File: src/design/smm_hole_pkg.sv
// Constants, field layout and carrier types for the SMM RAM and 15 MB hole decode.
// Assumes one system clock and configuration writes from the host bridge.
// Behaviour
// - Hole enable set stops main-memory claims from 15 MB up to 16 MB.
// - Memory behind the hole is never relocated; it just becomes unreachable.
// - Open and closed controls act only while global SMM enable is one; lock freezes its fields whatever global enable is.
// - Open set and lock clear makes SMM RAM visible without SMM decode.
// - Closed set denies data references to SMM RAM, even in SMM.
// - Closed set still lets code references reach SMM RAM.
// - Closed control touches only the compatible SMM range, nothing else.
// - Lock forces open to zero and freezes the lockable fields.
// - Lock is set by a normal write and cleared only by reset.
// - Global enable maps 128 KB of memory at A0000h for SMM accesses.
// - Extended SMM functions stay disabled unless global enable is one.
// - Base segment field is fixed at 010 and ignores writes.
// - No translation; unmet access conditions forward to the hub interface.
package smm_hole_pkg;

   // -------------------------------------------------------------
   // Configuration space
   // -------------------------------------------------------------
   localparam int unsigned CFG_W      = 8;
   localparam logic [7:0]  HOLE_OFS   = 8'h97;
   localparam logic [7:0]  SMM_OFS    = 8'h9d;
   localparam logic [7:0]  HOLE_RST   = 8'h00;
   localparam logic [7:0]  SMM_RST    = 8'h02;
   localparam logic [7:0]  RD_NONE    = 8'h00;
   localparam int unsigned HOLE_EN_B  = 7;
   localparam int unsigned OPEN_B     = 6;
   localparam int unsigned BLOCK_B    = 5;
   localparam int unsigned LOCK_B     = 4;
   localparam int unsigned GEN_B      = 3;
   localparam int unsigned BASE_W     = 3;
   localparam logic [2:0]  BASE_FIXED = 3'h2;

   // -------------------------------------------------------------
   // Host address map
   // -------------------------------------------------------------
   localparam int unsigned ADDR_W    = 32;
   localparam logic [31:0] HOLE_LO   = 32'h00f0_0000;
   localparam logic [31:0] HOLE_HI   = 32'h0100_0000;
   localparam logic [31:0] COMPAT_LO = 32'h000a_0000;
   localparam logic [31:0] COMPAT_HI = 32'h000c_0000;

   // Host request as seen at the address strobe
   typedef struct packed {
      logic [31:0] addr;
      logic        smm;
      logic        code;
   } host_req_s;

   // Routing answer for one host request
   typedef struct packed {
      logic        dram;
      logic        hub;
      logic [31:0] addr;
   } route_s;

   // Live SMM controls fed to the decoder
   typedef struct packed {
      logic hole_en;
      logic open;
      logic block;
      logic lock;
      logic gen;
   } ctrl_s;

endpackage

File: src/design/smm_ram_and_dram_hole_decode.sv
// SMM RAM control and fixed 15 MB hole: registers plus host routing.
// Assumes host strobes and configuration strobes are on the system clock.
module smm_ram_and_dram_hole_decode (
   input  wire logic                   I_CLK,
   input  wire logic                   I_RST,
   input  wire logic                   I_CFG_WR,
   input  wire logic                   I_CFG_RD,
   input  wire logic [7:0]             I_CFG_ADDR,
   input  wire logic [7:0]             I_CFG_WDATA,
   input  wire logic                   I_HOST_ADDR_STROBE,
   input  smm_hole_pkg::host_req_s     I_HOST_REQ,
   output logic [7:0]                  O_CFG_RDATA,
   output logic                        O_CFG_RVALID,
   output logic                        O_ROUTE_VALID,
   output smm_hole_pkg::route_s        O_ROUTE,
   output logic                        O_SMM_LOCK,
   output logic                        O_EXT_SMM_ENABLE
);

   // -------------------------------------------------------------
   // Register state
   // -------------------------------------------------------------
   logic                 gap_15m_enable_reg;
   logic                 smm_open_reg;
   logic                 smm_data_block_reg;
   logic                 smm_lockdown_reg;
   logic                 global_smm_ram_enable_reg;
   logic [7:0]           rdata_reg;
   logic                 rvalid_reg;
   logic                 route_valid_reg;
   smm_hole_pkg::route_s route_reg;
   logic                 ext_en_reg;

   logic                 wr_hole;
   logic                 wr_smm;
   logic [7:0]           hole_view;
   logic [7:0]           smm_view;
   smm_hole_pkg::ctrl_s  ctrl;
   smm_hole_pkg::route_s route_next;

   // Write decode
   assign wr_hole = I_CFG_WR && (I_CFG_ADDR == smm_hole_pkg::HOLE_OFS);
   assign wr_smm  = I_CFG_WR && (I_CFG_ADDR == smm_hole_pkg::SMM_OFS);

   // -------------------------------------------------------------
   // Hole control register
   // -------------------------------------------------------------
   // Only the enable bit is stored
   always_ff @(posedge I_CLK) begin
      if (I_RST) begin
         gap_15m_enable_reg <= smm_hole_pkg::HOLE_RST[smm_hole_pkg::HOLE_EN_B];
      end else if (wr_hole) begin
         gap_15m_enable_reg <= I_CFG_WDATA[smm_hole_pkg::HOLE_EN_B];
      end
   end

   // -------------------------------------------------------------
   // SMM RAM control register
   // -------------------------------------------------------------
   // Lock bit: set by a write, cleared only by reset
   always_ff @(posedge I_CLK) begin
      if (I_RST) begin
         smm_lockdown_reg <= smm_hole_pkg::SMM_RST[smm_hole_pkg::LOCK_B];
      end else if (wr_smm && I_CFG_WDATA[smm_hole_pkg::LOCK_B]) begin
         smm_lockdown_reg <= 1'b1;
      end
   end

   // Open bit: frozen under lock, cleared when lock is set
   always_ff @(posedge I_CLK) begin
      if (I_RST) begin
         smm_open_reg <= smm_hole_pkg::SMM_RST[smm_hole_pkg::OPEN_B];
      end else if (wr_smm && !smm_lockdown_reg) begin
         if (I_CFG_WDATA[smm_hole_pkg::LOCK_B]) begin
            smm_open_reg <= 1'b0;
         end else begin
            smm_open_reg <= I_CFG_WDATA[smm_hole_pkg::OPEN_B];
         end
      end
   end

   // Closed bit stays writable even under lock
   always_ff @(posedge I_CLK) begin
      if (I_RST) begin
         smm_data_block_reg <= smm_hole_pkg::SMM_RST[smm_hole_pkg::BLOCK_B];
      end else if (wr_smm) begin
         smm_data_block_reg <= I_CFG_WDATA[smm_hole_pkg::BLOCK_B];
      end
   end

   // Global enable: frozen under lock
   always_ff @(posedge I_CLK) begin
      if (I_RST) begin
         global_smm_ram_enable_reg <= smm_hole_pkg::SMM_RST[smm_hole_pkg::GEN_B];
      end else if (wr_smm && !smm_lockdown_reg) begin
         global_smm_ram_enable_reg <= I_CFG_WDATA[smm_hole_pkg::GEN_B];
      end
   end

   // -------------------------------------------------------------
   // Read path
   // -------------------------------------------------------------
   // Read views; reserved bits zero, base segment fixed
   always_comb begin
      hole_view = smm_hole_pkg::RD_NONE;
      hole_view[smm_hole_pkg::HOLE_EN_B] = gap_15m_enable_reg;
      smm_view = smm_hole_pkg::RD_NONE;
      smm_view[smm_hole_pkg::OPEN_B]  = smm_open_reg;
      smm_view[smm_hole_pkg::BLOCK_B] = smm_data_block_reg;
      smm_view[smm_hole_pkg::LOCK_B]  = smm_lockdown_reg;
      smm_view[smm_hole_pkg::GEN_B]   = global_smm_ram_enable_reg;
      smm_view[smm_hole_pkg::BASE_W-1:0] = smm_hole_pkg::BASE_FIXED;
   end

   // Registered read data, unmapped offsets read zero
   always_ff @(posedge I_CLK) begin
      if (I_RST) begin
         rdata_reg  <= smm_hole_pkg::RD_NONE;
         rvalid_reg <= 1'b0;
      end else begin
         rvalid_reg <= I_CFG_RD;
         if (!I_CFG_RD) begin
            rdata_reg <= smm_hole_pkg::RD_NONE;
         end else if (I_CFG_ADDR == smm_hole_pkg::HOLE_OFS) begin
            rdata_reg <= hole_view;
         end else if (I_CFG_ADDR == smm_hole_pkg::SMM_OFS) begin
            rdata_reg <= smm_view;
         end else begin
            rdata_reg <= smm_hole_pkg::RD_NONE;
         end
      end
   end

   // -------------------------------------------------------------
   // Host routing
   // -------------------------------------------------------------
   // Live controls for the decoder
   always_comb begin
      ctrl.hole_en = gap_15m_enable_reg;
      ctrl.open    = smm_open_reg;
      ctrl.block   = smm_data_block_reg;
      ctrl.lock    = smm_lockdown_reg;
      ctrl.gen     = global_smm_ram_enable_reg;
   end

   smm_route_decode u_decode (
      .i_valid (I_HOST_ADDR_STROBE),
      .i_req   (I_HOST_REQ),
      .i_ctrl  (ctrl),
      .o_route (route_next)
   );

   // One-cycle routing answer per strobe
   always_ff @(posedge I_CLK) begin
      if (I_RST) begin
         route_valid_reg <= 1'b0;
         route_reg       <= '0;
      end else begin
         route_valid_reg <= I_HOST_ADDR_STROBE;
         route_reg       <= route_next;
      end
   end

   // Extended SMM permission to the neighbouring register
   always_ff @(posedge I_CLK) begin
      if (I_RST) begin
         ext_en_reg <= 1'b0;
      end else begin
         ext_en_reg <= global_smm_ram_enable_reg;
      end
   end

   // -------------------------------------------------------------
   // Outputs
   // -------------------------------------------------------------
   assign O_CFG_RDATA      = rdata_reg;
   assign O_CFG_RVALID     = rvalid_reg;
   assign O_ROUTE_VALID    = route_valid_reg;
   assign O_ROUTE          = route_reg;
   assign O_SMM_LOCK       = smm_lockdown_reg;
   assign O_EXT_SMM_ENABLE = ext_en_reg;

   logic req_hole;
   logic req_compat;
   assign req_hole   = (I_HOST_REQ.addr >= smm_hole_pkg::HOLE_LO)
                       && (I_HOST_REQ.addr < smm_hole_pkg::HOLE_HI);
   assign req_compat = (I_HOST_REQ.addr >= smm_hole_pkg::COMPAT_LO)
                       && (I_HOST_REQ.addr < smm_hole_pkg::COMPAT_HI);
endmodule

File: src/design/smm_route_decode.sv
// Combinational routing decision for one host request.
// Assumes controls come straight from the configuration registers.
module smm_route_decode (
   input  wire logic                   i_valid,
   input  smm_hole_pkg::host_req_s     i_req,
   input  smm_hole_pkg::ctrl_s         i_ctrl,
   output smm_hole_pkg::route_s        o_route
);

   logic in_hole;
   logic in_compat;
   logic smm_ok;
   logic open_ok;
   logic data_deny;

   // -------------------------------------------------------------
   // Range checks
   // -------------------------------------------------------------
   assign in_hole   = i_ctrl.hole_en && (i_req.addr >= smm_hole_pkg::HOLE_LO)
                      && (i_req.addr < smm_hole_pkg::HOLE_HI);
   assign in_compat = (i_req.addr >= smm_hole_pkg::COMPAT_LO)
                      && (i_req.addr < smm_hole_pkg::COMPAT_HI);

   // Visibility of the compatible window
   assign open_ok   = i_ctrl.gen && i_ctrl.open && !i_ctrl.lock;
   assign data_deny = i_ctrl.gen && i_ctrl.block && !i_req.code;
   assign smm_ok    = i_ctrl.gen && (i_req.smm || open_ok) && !data_deny;

   // Claim or forward; address passes untouched
   always_comb begin
      o_route.addr = i_req.addr;
      if (!i_valid) begin
         o_route.dram = 1'b0;
      end else if (in_compat) begin
         o_route.dram = smm_ok;
      end else begin
         o_route.dram = !in_hole;
      end
      o_route.hub = i_valid && !o_route.dram;
   end

endmodule

File: config.mk
export PLATFORM = sky130hd
export DESIGN_NAME = smm_ram_and_dram_hole_decode
export DESIGN_NICKNAME = d
export VERILOG_FILES = /design/src/design/smm_hole_pkg.sv /design/src/design/smm_ram_and_dram_hole_decode.sv /design/src/design/smm_route_decode.sv
export SDC_FILE = /design/constraint.sdc
export NUM_CORES = 1
export LEC_CHECK = 0
export BUFFER_PORTS_ARGS = -buffer_cell sky130_fd_sc_hd__buf_4
export CAP_MARGIN = 5
export CORE_UTILIZATION = 43
export CTS_BUF_LIST = sky130_fd_sc_hd__clkbuf_4 sky130_fd_sc_hd__clkbuf_8 sky130_fd_sc_hd__clkbuf_16
export DETAILED_ROUTE_END_ITERATION = 8
export HOLD_SLACK_MARGIN = 0.02
export PLACE_DENSITY_LB_ADDON = 0.2
export SKIP_LAST_GASP = 1
export SYNTH_ARGS = -nofsm -noshare
export SYNTH_HDL_FRONTEND = slang
export SYNTH_HIERARCHICAL = 1
export SYNTH_SLANG_ARGS = --single-unit
File: constraint.sdc
create_clock -name I_CLK -period 1.35 [get_ports I_CLK]
set_input_delay 0.2025 -clock I_CLK [delete_from_list [all_inputs] [get_ports I_CLK]]
set_output_delay 0.2025 -clock I_CLK [all_outputs]
set_load 0.02 [all_outputs]
==> out/summary.md <==
The flow ran to the end, and the final reports show no timing, DRC or antenna violations. The number of hold violations in the final report is 0. The startpoint identified for the worst hold timing path is I_HOST_REQ[8]. Summing over every cut layer, the via total after detailed routing is 1,264.

The max-slew violation total from the final report was 0; the worst setup slack after layout was 0.0938 ns. The run gives 23 as the placement row count. The library cells used most frequently in the layout, excluding fill and tap cells, are sky130_fd_sc_hd__buf_4, sky130_fd_sc_hd__dfxtp_1, sky130_fd_sc_hd__nor2b_1, sky130_fd_sc_hd__clkbuf_8. The run gives 2.09 mW as the internal power of the cells. Buffers inserted during post-CTS setup optimization: 0.

Of all nets on the critical path, the largest fanout is 3. The slowest stage of the critical path is the sky130_fd_sc_hd__dfxtp_1 cell. The tools report the beginning of the worst register-to-register path as O_SMM_LOCK$_SDFFE_PP0P_. Routability-driven placement finished with a final weighted congestion of 0.716.

The die covers 0.00443 sq mm. Initial antenna violation count: 0. The clock-pin slew of the registers on the worst-case setup and hold paths was 0.09 ns. TritonCTS built the clock tree. The met3 track demand over resource in global routing came out at 0.0531. The average footprint of a synthesized cell is 10.8 sq um, and the detailed router's first-iteration violation count is 59.

The run gives 0.00191 ns as the maximum clock skew at final layout. The clock tree synthesis step divided the H-tree into 2 levels. After detailed routing, the average wire length per cell comes to 11.1 um.

For the residual antenna-violating net count after detailed routing, the log shows 0. Setup repair after global routing left no endpoint under its margin. Worst hold-check path type: in -> reg. The register with the most flip-flops in the layout has 34 of them.

The die width was 66.6 um. Counting tap cells, the placed design contains a total of 281 instances. During synthesis, Yosys emitted a total of 6 warnings.

The area overhead of the layout relative to synthesis is 36.8%. The total leakage power is 1.12 nW, and the count of distinct cell types in the synthesized netlist is 31. The number of cells on the worst reg-to-reg path is 5. Type of element launching the critical path: a register.

The tools report the TritonCTS sink count as 48. The total CTS buffers was 5; the count of mapped cells out of synthesis was 166. The mapped netlist covers 0.00179 sq mm.

Summed over all nets, the switching power comes to 0.627 mW. The library cell used most frequently in the layout, excluding fill and tap cells, is sky130_fd_sc_hd__buf_4. For this design the ratio of total power to cell area is 1110 mW/mm^2. The met1 usage in global routing was 0.155; the shortest period the worst path allows was 1.26 ns. Clock tree synthesis selected as its root buffer the cell sky130_fd_sc_hd__clkbuf_8. Grouping stages by cell kind, the critical path spends the most delay in compound AO/OA/AOI/OAI gates. Insertion delay of the later-clocked pin in the worst-skew pair: 0.29 ns. Critical path endpoint category: a register. For this run, the post-layout net count is 293. In this run, synthesis produced a sequential element count of 48. In this run the most used layer during global routing was met2. Proportion of synthesized chip area in sequential cells: 0.536. The logs give 289 for the number of non-filler instances in the completed layout and 0.265 for the met2 routing resource usage after global routing. The run gives 0.449 as the effective utilization at floorplan. The register-to-register path setup slack was 0.09 ns. The number of buffers and inverters on the critical path is 0. The sum of negative setup slack was 0 ns.

Global routing finished with a remaining overflow of 0. The worst hold path terminates at O_ROUTE[6]$_SDFF_PP0_. The maximum cell stage delay along the critical path came out at 0.40 ns. The number of global-route vias before repair was 1,143. The switching fraction of total power is 0.231. Post-route DRC violation count: 0. In this run the critical register-to-register path is captured at O_ROUTE[33]$_SDFF_PP0_.

The cell occurring most often along the worst timing path is sky130_fd_sc_hd__nor2b_1. The maximum number of buffers from clock root to sink is 2. 101 I/O pins were placed. The worst hold path passes through 2 cells. The overall track demand over capacity in global routing is 0.150. STA puts the critical path data required time at 1.53 ns. The share of the clock period used by the worst path after layout was 0.931. The pre-antenna-repair detailed-routing pass consisted of 4 iterations. Once the clock tree was built, the resizer swapped 0 gates to a different size. The fraction of layout cells with a size suffix above 1 came out at 0.485. The portion of total power attributed to the clock network is 0.317. For the utilization of the core after routing, the log shows 0.613. At the worst endpoint, the arrival time is 1.44 ns. Dividing the detail-routed via count by the number of cells gives 4.37.

Setup violations remaining at the end of the flow were counted as 0. The die height was 66.6 um; the final HPWL from detailed placement was 2.56 mm. The core region is 0.00400 sq mm.

The type of the worst setup path was reg -> reg. Walking the worst path, the cells encountered are nor2b_1, o221ai_1, a22oi_1, o21a_1, nor2b_1. The repair_antennas step left the layout with diodes totalling 0.

The tool flagged a number of max-cap violations equal to 0. The port buffer count came out at 95. For the proportion of power drawn by flip-flops and latches, the log shows 0.546. The relative contribution of combinational cells to total power is 0.137, and the maximum clock frequency is 796 MHz. The first global-routing pass estimated 4.81 mm of wire.

Entering global routing, the biggest net connects 21 pins. After clock tree synthesis, the flow added hold-fix buffers numbering 0. Prior to clock tree synthesis, the placed netlist has a worst setup slack of -0.0613 ns. The routed wire length is 3.21 mm, and the peak ir drop on the vdd network is 0.000568 V.
## power groups by stage
| stage | Sequential (mW) | Clock [mW] | Combinational, mW |
|---|---|---|---|
| 6_report | 1.48 | 0.862 | 0.373 |
| 5_1_grt | 1.49 | 0.953 | 0.403 |
| 3_5_place_dp | 1.52 | 0 | 0.376 |
| 4_1_cts | 1.49 | 0.900 | 0.377 |
| 2_1_floorplan | 1.59 | 0 | 0.142 |
| 3_3_place_gp | 1.52 | 0 | 0.374 |
## synth_stat cells
master                      count  share of area
sky130_fd_sc_hd__dfxtp_1       48           0.54
sky130_fd_sc_hd__nor2b_1       39           0.14
sky130_fd_sc_hd__buf_4         34           0.14
sky130_fd_sc_hd__and2_1         4          0.014
sky130_fd_sc_hd__clkbuf_1       4         0.0084
sky130_fd_sc_hd__nand2_1        4         0.0084
sky130_fd_sc_hd__nand2b_1       3          0.010
sky130_fd_sc_hd__inv_1          2         0.0042
sky130_fd_sc_hd__mux2i_1        2          0.011
sky130_fd_sc_hd__nand4b_1       2         0.0098
sky130_fd_sc_hd__nor2_1         2         0.0042
sky130_fd_sc_hd__nor3_1         2         0.0056
sky130_fd_sc_hd__nor4_1         2         0.0070
sky130_fd_sc_hd__a21oi_1        1         0.0028
sky130_fd_sc_hd__a22oi_1        1         0.0042
sky130_fd_sc_hd__a41oi_1        1         0.0049
sky130_fd_sc_hd__and3_1         1         0.0035
sky130_fd_sc_hd__and4_2         1         0.0056
sky130_fd_sc_hd__and4b_1        1         0.0056
sky130_fd_sc_hd__and4bb_2       1         0.0070
sky130_fd_sc_hd__conb_1         1         0.0021
sky130_fd_sc_hd__mux2_1         1         0.0063
sky130_fd_sc_hd__nand4_1        1         0.0035
sky130_fd_sc_hd__nand4bb_4      1          0.015
sky130_fd_sc_hd__nor3b_2        1         0.0070
sky130_fd_sc_hd__nor4_2         1         0.0070
sky130_fd_sc_hd__nor4_4         1          0.012
sky130_fd_sc_hd__o21a_1         1         0.0042
sky130_fd_sc_hd__o221ai_1       1         0.0049
sky130_fd_sc_hd__o31ai_1        1         0.0042
sky130_fd_sc_hd__or3_1          1         0.0035
## worst register-to-register path, stage by stage, from the launching register on
cell,delay [ns]
sky130_fd_sc_hd__dfxtp_1,0.40
sky130_fd_sc_hd__nor2b_1,0.06
sky130_fd_sc_hd__o221ai_1,0.23
sky130_fd_sc_hd__a22oi_1,0.17
sky130_fd_sc_hd__o21a_1,0.18
sky130_fd_sc_hd__nor2b_1,0.12
## through the flow
stage | hold slack, ns | power (mW) | cell area [sq um]
5_1_grt | 0.107 | 2.85 | 2450
3_3_place_gp | 0.411 | 1.89 | 2360
4_1_cts | 0.110 | 2.76 | 2450
2_1_floorplan | 0.282 | 1.73 | 1800
6_report | 0.115 | 2.72 | 2450
3_5_place_dp | 0.417 | 1.89 | 2360
## cell families (layout without fill, tap and decap cells)
kind of cell	after synthesis	after routing	synth area share
compound gates	6	6	0.0251
simple gates	68	68	0.265
flops	48	48	0.536
other cells	1	2	0.00209
buf+inv	40	112	0.155
mux	3	3	0.0174
## layout make-up
cell class | instances | area (sq um)
clock buffers | 6 | 82.6
clock inverters | 2 | 15.0
fillers | 368 | 1550
inverters | 2 | 7.51
multi-input cells | 79 | 559
flip-flops and latches | 48 | 961
well taps | 50 | 62.6
repair buffers | 102 | 766
## metal layers
layer,wire (um),vias to the layer above,part of all wire
met3,266,5,0.083
li1,-,643,-
met1,1170,563,0.36
met2,1740,53,0.54
met4,40,0,0.012
met5,0,-,0
## worst max path at each step
stage	start	end	slack, ns	cells after the start
after floorplan	O_SMM_LOCK$_SDFFE_PP0P_	O_ROUTE[33]$_SDFF_PP0_	0.08	5
after global placement	I_HOST_REQ[24]	O_ROUTE[33]$_SDFF_PP0_	-0.05	6
after detailed placement	I_HOST_REQ[24]	O_ROUTE[33]$_SDFF_PP0_	-0.06	6
after CTS	O_SMM_LOCK$_SDFFE_PP0P_	O_ROUTE[33]$_SDFF_PP0_	0.09	5
after global routing	smm_open_reg$_SDFFE_PP0P_	O_ROUTE[33]$_SDFF_PP0_	0.0003	5
final	O_SMM_LOCK$_SDFFE_PP0P_	O_ROUTE[33]$_SDFF_PP0_	0.09	5
Power figures use the tool's default switching activity.
